### src/rtl/scs_defs.svh
// Constants of the conversion sequencer: codes, reset values and timing counts.
// Assumes inclusion by bare name from the package and the design modules.
`ifndef SCS_DEFS_SVH
`define SCS_DEFS_SVH

// ------------------------------------------------------------------------
// Code layout
// ------------------------------------------------------------------------
`define SCS_BITS          16
`define SCS_MSB_INDEX     4'hF
`define SCS_LSB_INDEX     4'h0
`define SCS_ZERO_CODE     16'h0000
`define SCS_CODE_MAX      16'h7FFF
`define SCS_CODE_MIN      16'h8000
`define SCS_SIGN_FLIP     16'h8000
`define SCS_RAW_ALL_HIGH  16'hFFFF
`define SCS_RAW_ALL_LOW   16'h0000
`define SCS_MSB_TRIAL     16'h8000

// ------------------------------------------------------------------------
// Reset values
// ------------------------------------------------------------------------
`define SCS_RESULT_RST    16'h0000
`define SCS_DAC_RST       16'h0000

// ------------------------------------------------------------------------
// Timing
// ------------------------------------------------------------------------
`define SCS_CLOCK_HZ      40000000
`define SCS_SAMPLE_NS     1000
`define SCS_STEP_NS       50
// Least step time rounds up to whole cycles
`define SCS_STEP_CYCLES   ((`SCS_STEP_NS * (`SCS_CLOCK_HZ / 1000000) + 999) / 1000)

`endif

### src/rtl/scs_pkg.sv
// Types shared by the conversion sequencer modules.
// Assumes scs_defs.svh is on the include path.
`include "scs_defs.svh"
`default_nettype none

package scs_pkg;

  typedef enum logic [1:0] {
    SCS_ACQUIRE = 2'b00,
    SCS_OPEN_SW = 2'b01,
    SCS_GROUND  = 2'b10,
    SCS_SEARCH  = 2'b11
  } scs_state_t;

  typedef struct packed {
    scs_state_t             state;
    logic [3:0]             bit_index;
    logic [`SCS_BITS-1:0]   dac;
    logic [`SCS_BITS-1:0]   result;
    logic                   sw_closed;
    logic                   array_to_inputs;
    logic                   array_to_ground;
    logic                   busy;
    logic                   done;
    logic                   power;
    logic                   trig_meta;
    logic                   trig_sync;
    logic                   trig_prev;
  } scs_seq_t;

endpackage

`default_nettype wire

### src/rtl/scs_conv_clock.sv
// Internal conversion clock: a one-cycle step enable every DIV cycles.
// Assumes an asynchronous active-low reset already released on i_clock.
`include "scs_defs.svh"
`default_nettype none

module scs_conv_clock #(
  parameter int unsigned DIV = `SCS_STEP_CYCLES
) (
  input  wire logic i_clock,
  input  wire logic i_rst_n,
  input  wire logic i_run,
  output logic      o_tick
);

  typedef struct packed {
    logic [7:0] count;
    logic       tick;
  } scs_div_t;

  localparam logic [7:0] LAST = 8'(DIV - 1);

  scs_div_t s_q;
  scs_div_t s_d;

  always_comb
  begin
    s_d      = s_q;
    s_d.tick = 1'b0;
    // Restart the phase at every run so each conversion sees the same timing
    if (!i_run)
    begin
      s_d.count = 8'h00;
    end
    else if (s_q.count == LAST)
    begin
      s_d.count = 8'h00;
      s_d.tick  = 1'b1;
    end
    else
    begin
      s_d.count = s_q.count + 8'h01;
    end
  end

  always_ff @(posedge i_clock or negedge i_rst_n)
  begin
    if (!i_rst_n)
    begin
      s_q <= '0;
    end
    else
    begin
      s_q <= s_d;
    end
  end

  assign o_tick = s_q.tick;

endmodule

`default_nettype wire

### src/rtl/scs_sequencer.sv
// Conversion control of one channel of a successive-approximation converter.
// Assumes a latched comparator strobed on i_clock, so its result is in domain;
// the trigger comes from a pin and is synchronised here.
//
// Overview of operation
// - Trigger rising edge ends acquisition, starts conversion
// - Open sample switches, then ground both arrays
// - MSB-first search over sixteen binary-weighted elements
// - After last bit: acquire, present code, flag done
// - Internal conversion clock; no serial shift clock needed
// - Result is sixteen-bit two's complement code
// - Overrange input saturates at 0x7FFF
// - Underrange input saturates at 0x8000
// - Up to 1 MSPS; power down between conversions
// - Result belongs to the conversion just completed
// - Started conversion always runs to completion
`include "scs_defs.svh"
`default_nettype none

module scs_sequencer #(
  parameter int unsigned STEP_DIV = `SCS_STEP_CYCLES
) (
  input  wire logic                 i_clock,
  input  wire logic                 i_rst_n,
  input  wire logic                 i_conversion_trigger,
  input  wire logic                 i_comparator,
  output logic                      o_positive_sample_switch,
  output logic                      o_negative_sample_switch,
  output logic                      o_array_to_inputs,
  output logic                      o_array_to_ground,
  output logic [`SCS_BITS-1:0]      o_element_to_reference,
  output logic                      o_power_up,
  output logic                      o_busy,
  output logic                      o_done,
  output logic [`SCS_BITS-1:0]      o_result
);

  // ------------------------------------------------------------------------
  // Reset release
  // ------------------------------------------------------------------------
  logic [1:0] rst_sync_q;
  logic       rst_n;

  always_ff @(posedge i_clock or negedge i_rst_n)
  begin
    if (!i_rst_n)
    begin
      rst_sync_q <= 2'b00;
    end
    else
    begin
      rst_sync_q <= {rst_sync_q[0], 1'b1};
    end
  end

  assign rst_n = rst_sync_q[1];

  // ------------------------------------------------------------------------
  // Conversion clock
  // ------------------------------------------------------------------------
  scs_pkg::scs_seq_t s_q;
  scs_pkg::scs_seq_t s_d;
  logic              step;
  logic              running;

  assign running = (s_q.state != scs_pkg::SCS_ACQUIRE);

  // Steps come only from this divider; the serial clock plays no part
  scs_conv_clock #(
    .DIV     (STEP_DIV)
  ) u_conv_clock (
    .i_clock (i_clock),
    .i_rst_n (rst_n),
    .i_run   (running),
    .o_tick  (step)
  );

  // ------------------------------------------------------------------------
  // Code forming
  // ------------------------------------------------------------------------
  logic [`SCS_BITS-1:0] raw_final;
  logic [`SCS_BITS-1:0] code_final;
  logic                 trig_rise;

  // Final raw code with the LSB decision applied
  always_comb
  begin
    raw_final    = s_q.dac;
    raw_final[0] = i_comparator;
  end

  // Offset binary to two's complement; extremes pinned explicitly so that a
  // future change of the search cannot wrap an out-of-range input
  always_comb
  begin
    if (raw_final == `SCS_RAW_ALL_HIGH)
    begin
      code_final = `SCS_CODE_MAX;
    end
    else if (raw_final == `SCS_RAW_ALL_LOW)
    begin
      code_final = `SCS_CODE_MIN;
    end
    else
    begin
      code_final = raw_final ^ `SCS_SIGN_FLIP;
    end
  end

  assign trig_rise = s_q.trig_sync && !s_q.trig_prev;

  // ------------------------------------------------------------------------
  // Sequencer
  // ------------------------------------------------------------------------
  always_comb
  begin
    s_d           = s_q;
    s_d.done      = 1'b0;
    s_d.trig_meta = i_conversion_trigger;
    s_d.trig_sync = s_q.trig_meta;
    s_d.trig_prev = s_q.trig_sync;
    case (s_q.state)
      scs_pkg::SCS_ACQUIRE:
      begin
        if (trig_rise)
        begin
          s_d.state     = scs_pkg::SCS_OPEN_SW;
          s_d.sw_closed = 1'b0;
          s_d.busy      = 1'b1;
          s_d.power     = 1'b1;
        end
      end
      scs_pkg::SCS_OPEN_SW:
      begin
        // Arrays leave the inputs only a step after the switches open
        if (step)
        begin
          s_d.state           = scs_pkg::SCS_GROUND;
          s_d.array_to_inputs = 1'b0;
          s_d.array_to_ground = 1'b1;
        end
      end
      scs_pkg::SCS_GROUND:
      begin
        if (step)
        begin
          s_d.state     = scs_pkg::SCS_SEARCH;
          s_d.dac       = `SCS_MSB_TRIAL;
          s_d.bit_index = `SCS_MSB_INDEX;
        end
      end
      scs_pkg::SCS_SEARCH:
      begin
        // Trigger level is not looked at here, so a conversion always ends
        if (step)
        begin
          s_d.dac[s_q.bit_index] = i_comparator;
          if (s_q.bit_index == `SCS_LSB_INDEX)
          begin
            s_d.state           = scs_pkg::SCS_ACQUIRE;
            s_d.result          = code_final;
            s_d.done            = 1'b1;
            s_d.busy            = 1'b0;
            s_d.power           = 1'b0;
            s_d.sw_closed       = 1'b1;
            s_d.array_to_inputs = 1'b1;
            s_d.array_to_ground = 1'b0;
            s_d.dac             = `SCS_DAC_RST;
          end
          else
          begin
            s_d.dac[s_q.bit_index - 4'h1] = 1'b1;
            s_d.bit_index                 = s_q.bit_index - 4'h1;
          end
        end
      end
      default:
      begin
        s_d.state = scs_pkg::SCS_ACQUIRE;
      end
    endcase
    // Edges seen outside acquisition are dropped, not queued
    if (running)
    begin
      s_d.trig_prev = s_q.trig_sync;
    end
  end

  always_ff @(posedge i_clock or negedge rst_n)
  begin
    if (!rst_n)
    begin
      s_q                 <= '0;
      s_q.state           <= scs_pkg::SCS_ACQUIRE;
      s_q.sw_closed       <= 1'b1;
      s_q.array_to_inputs <= 1'b1;
      s_q.dac             <= `SCS_DAC_RST;
      s_q.result          <= `SCS_RESULT_RST;
      // Of the trigger stages only trig_prev is preset; a trigger already high at release still reads as an edge once it reaches trig_sync
      s_q.trig_prev       <= 1'b1;
    end
    else
    begin
      s_q <= s_d;
    end
  end

  // ------------------------------------------------------------------------
  // Outputs
  // ------------------------------------------------------------------------
  assign o_positive_sample_switch = s_q.sw_closed;
  assign o_negative_sample_switch = s_q.sw_closed;
  assign o_array_to_inputs        = s_q.array_to_inputs;
  assign o_array_to_ground        = s_q.array_to_ground;
  assign o_element_to_reference   = s_q.dac;
  assign o_power_up               = s_q.power;
  assign o_busy                   = s_q.busy;
  assign o_done                   = s_q.done;
  assign o_result                 = s_q.result;

endmodule

`default_nettype wire

### config.mk
export PLATFORM = sky130hd
export DESIGN_NAME = scs_sequencer
export DESIGN_NICKNAME = d
export VERILOG_FILES = /design/src/rtl/scs_pkg.sv /design/src/rtl/scs_conv_clock.sv /design/src/rtl/scs_sequencer.sv
export VERILOG_INCLUDE_DIRS = /design/src /design/src/rtl
export SDC_FILE = /design/constraint.sdc
export NUM_CORES = 1
export LEC_CHECK = 0
export ABC_CLOCK_PERIOD_IN_PS = 2000
export BUFFER_PORTS_ARGS = -buffer_cell sky130_fd_sc_hd__buf_4
export CAP_MARGIN = 20
export CORE_ASPECT_RATIO = 1.25
export CORE_UTILIZATION = 40
export DETAILED_ROUTE_END_ITERATION = 8
export SYNTH_ARGS = -nofsm -noshare
export SYNTH_HDL_FRONTEND = slang
export SYNTH_SLANG_ARGS = --single-unit
### constraint.sdc
create_clock -name i_clock -period 2 [get_ports i_clock]
set_input_delay 0.4 -clock i_clock [delete_from_list [all_inputs] [get_ports i_clock]]
set_output_delay 0.4 -clock i_clock [all_outputs]
set_load 0.03 [all_outputs]
# Word level (Yosys, flattened, before mapping)
# Cells that the tools add are included.
word_totals:
  ff_bits: 58
  in_bits: 4
  out_inout_bits: 39
  wordCells: 81
classes:
  addsub: 2
  order_cmp: 4
  n_eq_ne: 11
  n_mux: 29
  n_bitwise: 2
  reduce_logical: 17
op_table:
  columns: ["operator", "count"]
  rows:
  - ["2-to-1 mux 16 bit", 3]
  - ["2-to-1 mux 22 bit", 2]
  - ["2-to-1 mux 44 bit", 1]
  - ["case mux 20 bit (2 select lines)", 1]
  - ["bitwise mux 16 bit", 1]
  - ["== test 16 bit, second input constant", 1]
  - ["zero test 16 bit", 1]
  - ["2-to-1 mux 8 bit", 2]
  - ["OR 16 bit", 1]
  - ["AND reduction 4 bit", 3]
  - ["< comparator 4 x 5 -> 1 bit, second input constant", 2]
  - ["adder 8 x 1 -> 8 bit, second input constant", 1]
  - ["demux 1 bit (select 4 bit)", 2]
  - ["== test 8 x 1 -> 1 bit, second input constant", 1]
  - [">= comparator 4 x 1 -> 1 bit, second input constant", 2]
  - ["2-to-1 mux 2 bit", 4]
  - ["case mux 2 bit (4 select lines)", 1]
  - ["nonzero test 2 bit", 4]
  - ["2-to-1 mux 1 bit", 7]
  - ["inequality test 2 x 1 -> 1 bit, second input constant", 3]
  - ["inequality test 2 bit, second input constant", 3]
  - ["case mux 1 bit (2 select lines)", 3]
  - ["AND reduction 3 bit", 2]
  - ["AND reduction 5 bit", 1]
  - ["other kinds (10)", 13]

# Depth between registers and ports, before layout
depth:
  depth_word: 9
  mapped_depth: 8
  mapped_depth_nobuf: 6

# Modules after synthesis
# Synthesis repeated with hierarchy kept, for this count alone.
hier_totals:
  hier_cells: 344
  area_unflattened_um2: 3269.4
modules_own_cells:
  columns: ["module", "instances", "cells_each", "area_per_inst_um2", "seq_area_each_um2"]
  rows:
  - ["scs_sequencer", 1, 304, 2831.5, 1204.9]
  - ["scs_conv_clock", 1, 40, 437.9, 225.2]

# Worst setup path after synthesis
# No wires, ideal clock.
synth_timing:
  path_type: "reg2reg"
  from: "register s_q[41] (netlist bit)"
  to: "register s_q[46] (netlist bit)"
  setup_ns: 0.125
  arrival_time_ns: 1.663
  t_required_ns: 1.875
  path_slack_ns: 0.212
  stages_incl_launch_ff: 8
  n_path_buf: 1
  synth_period_minus_slack_ns: 1.788
  cell_sequence: "dfrtp_1 -> inv_1 -> ha_1 -> nor3b_2 -> buf_4 -> nand2_1 -> a21bo_2 -> mux2_2"
synth_via:
  elab_chain_cells: 3
synth_lines:
  columns: ["element", "line", "source"]
  rows:
  - ["start: declaration", "scs_sequencer.sv:61", "scs_pkg::scs_seq_t s_q;"]
  - ["zero test 4 bit (no source line)", null, null]
  - ["inequality test 2 bit (no source line)", null, null]
  - ["AND reduction 5 bit (no source line)", null, null]
# Every way passes these cells.
# A chain may end at the register's enable or synchronous reset.

# Worst setup path in the final report
# Ends and elaborated chain as after synthesis.

==> metrics.txt <==
Final #Nets=346; sequential area share after synthesis=45.5%; slew margin rel.=56.2%; Root Buffer=clkbuf_8; clk slew on worst S/H paths=0.06 ns; reg2reg end=s_q[46]$_DFFE_PN0P_; Pins Over Slew Limit=0; antenna violations before repair=0; Die ar.=8220 um^2; Worst Hold Depth=1; critical setup path kind=reg2reg; all-layer global routing usage=18.4%; Avg Inst Size Synth=9.91 um^2; Initial Utilization=42.0%; largest net degree at the start of global routing=30; DRT Wirelength=6760 um; setup TNS=0 ns; Die W=81.3 um; Pwr Density=1440 nW/um^2; RSZ-0062 raised after global routing=false; layout cells sized above 1=27.4%; Critical-path top delay cell=dfrtp_1; CTS tree=yes; core region area=7490 um^2; prevailing post-synth register cell=dfrtp_1; non-filler cells, final=428; critical-path cell list=inv_1, ha_1, nor3b_2, buf_12, nand2_1, a21bo_2, mux2_2; status=finished, final reports clean; Post-DP HPWL=4940 um; Vias=2349; drt wl/cell=15.8 um; number of global-route vias before repair=2306; final setup fails=0; Die H=101 um; mapped cell area=3140 um^2; max cap viols=0; clock buffer count from CTS=9; first-pass GRT wire length=11400 um; HP Start=i_conversion_trigger; vias per inst=5.49; startpoint types=flop; R2R Setup Slk=0.17 ns; Mapped Cells=317; worst skew pair latency=0.33 ns; CP endpoint kind=flop; Total Power=5.12 mW; Fillers=724; asr flop ratio synth=100%; Final GP Congestion=0.829; worst hold margin=0.171 ns; Inst Count DP=412; # diodes=0; Arrival @ worst endpoint=2.06 ns; Hold Crit Endpoint=s_d[1]$_DFF_PN0_; Post-Syn Nets=331; DRC=0; Worst VDD drop=0.604 mV; CP peak stage delay=0.42 ns; number of enable flip-flop cells after synthesis=0; Cell Rows=35; Clock Tree Buf Depth=2; Final Hold Vio Count=0; slew of the pin with the lowest slew margin=0.657 ns; Syn. warnings=0; DRT Pass-1 Iters=4; Leakage=1.64 nW; Area Growth Syn to Fin=13.3%; CP max FO=10; Peak Freq=0.545 GHz; Initial DRC Count=182; H-tree Lvls=3; total grt overflow=0; Setup Buffers After CTS=0; fin crit share=91.7%; port buffer count=42; Hold Crit Class=in2reg; required time at the worst-slack endpoint=2.22 ns; fin crit period=1.83 ns; Setup Skew=0.00948 ns; synth top area cells=dfrtp_1 (43%), buf_4 (8.8%), ha_1 (4.0%), o22a_1 (3.9%), nor2_1 (2.9%); commonest non-fill, non-tap cell in the layout=buf_4; Yosys cell types=53; post-route ant nets=0; flops & latches, synth=57; reg-to-reg critical path startpoint=s_q[41]$_DFFE_PN0P_; R2R depth=7; IO Pins=43; largest area contributor in the netlist=dfrtp_1; Core Util, Final=47.6%; Synth top area share=43.0%; clock net sink count=57; commonest cells after routing, fill and taps aside=buf_4 (56), dfrtp_1 (53), nor2_1 (24), o21ai_0 (16), nand2_1 (15)
## Yosys cell counts (2+ instances only)
master / number
nor2b_1: 3
o32ai_1: 2
o2bb2ai_1: 2
a21oi_1: 14
nand3_1: 8
inv_1: 14
o21ai_0: 16
nand3b_1: 4
and3_1: 3
buf_4: 37
mux2i_1: 5
a31o_2: 2
and2_1: 2
buf_2: 6
nand4_1: 5
nor3_1: 3
o21a_1: 2
a221oi_1: 2
nor4bb_1: 3
xnor2_1: 3
o22a_1: 14
ha_1: 10
dfrtp_1: 54
xor2_1: 6
mux2_2: 4
nand2b_1: 3
nor2_1: 24
o22ai_1: 2
a311oi_1: 2
a211oi_1: 3
a221o_1: 3
a32oi_1: 2
clkbuf_1: 11
a31oi_1: 6
nand2_1: 15
o221ai_1: 3
dfstp_2: 3
## state kept, by name (all words and copies together) (netlist names)
| register | cells |
|---|---|
| o_array_to_ground | 1 |
| o_element_to_reference | 16 |
| o_busy | 1 |
| o_result | 16 |
| rst_sync_q | 2 |
| o_array_to_inputs | 1 |
| u_conv_clock.o_tick | 1 |
| s_q | 7 |
| o_negative_sample_switch | 1 |
| s_d | 2 |
| u_conv_clock.s_q | 8 |
| o_done | 1 |
## critical path: cells and delay by family (launching register included)
| kind | cells | cell delay, ns |
|---|---|---|
| AOI/OAI and AO/OA | 1 | 0.21 |
| adders and majority gates | 1 | 0.17 |
| buffers and inverters | 2 | 0.30 |
| DFF | 1 | 0.42 |
| muxes | 1 | 0.27 |
| and+or+nand+nor | 2 | 0.35 |
## what timing repair did
item	4_1_cts	5_1_grt
gates resized for setup	0	3
endpoints found under the hold margin	2	0
hold buffers	1	0
setup endpoints to repair	0	14
## report_power, final
group | internal [mW] | switching [mW]
sequential | 1.48 | 0.337
clock | 0.537 | 0.434
combinational | 0.967 | 1.37
total | 2.98 | 2.14
## cell families after synthesis
| logic type | Yosys count | share of synthesized area [%] |
|---|---|---|
| AO/OA/AOI/OAI | 82 | 18.4 |
| XOR/XNOR | 9 | 2.51 |
| adder cells (fa/ha/maj) | 10 | 3.98 |
| buffers and inverters | 69 | 12.9 |
| flip-flops | 57 | 45.5 |
| multiplexers | 9 | 3.03 |
| other | 1 | 0.119 |
| AND/OR/NAND/NOR | 80 | 13.5 |
## cell type report
| cell class | instances | area [um^2] | area share [%] |
|---|---|---|---|
| flip-flops and latches | 57 | 1430 | 40.2 |
| multi-input cells | 191 | 1310 | 36.8 |
| repair buffers | 59 | 470 | 13.2 |
| clock buffers | 12 | 165 | 4.64 |
| well taps | 92 | 115 | 3.23 |
| inverters | 14 | 52.6 | 1.48 |
| clock inverters | 3 | 15.0 | 0.422 |
## how the worst max path moves through the flow
stage	from	to	slack, ns	cells past startpoint
CTS	s_q[41]$_DFFE_PN0P_	o_result[6]$_DFFE_PN0P_	0.10	6
floorplan	s_q[41]$_DFFE_PN0P_	s_q[46]$_DFFE_PN0P_	0.21	7
finish	s_q[41]$_DFFE_PN0P_	s_q[46]$_DFFE_PN0P_	0.17	7
global route	s_q[41]$_DFFE_PN0P_	o_result[12]$_DFFE_PN0P_	0.06	6
detailed placement	s_q[41]$_DFFE_PN0P_	o_result[1]$_DFFE_PN0P_	0.12	6
global placement	s_q[46]$_DFFE_PN0P_	o_result[11]$_DFFE_PN0P_	0.17	5
## through the flow
step | cell area, um^2 | setup slack (ns)
global placement | 3370 | 0.167
detailed placement | 3370 | 0.118
global route | 3560 | 0.0556
finish | 3560 | 0.165
CTS | 3560 | 0.103
floorplan | 3140 | 0.212
## per-layer routing
layer	vias up	track usage [%]	share of wire (%)
li1	1120	-	-
met1	1154	21.1	43
met4	0	11.0	3.4
met2	54	30.8	50
met5	-	0	0
met3	21	4.07	3.5
Power figures use the tool's default switching activity.
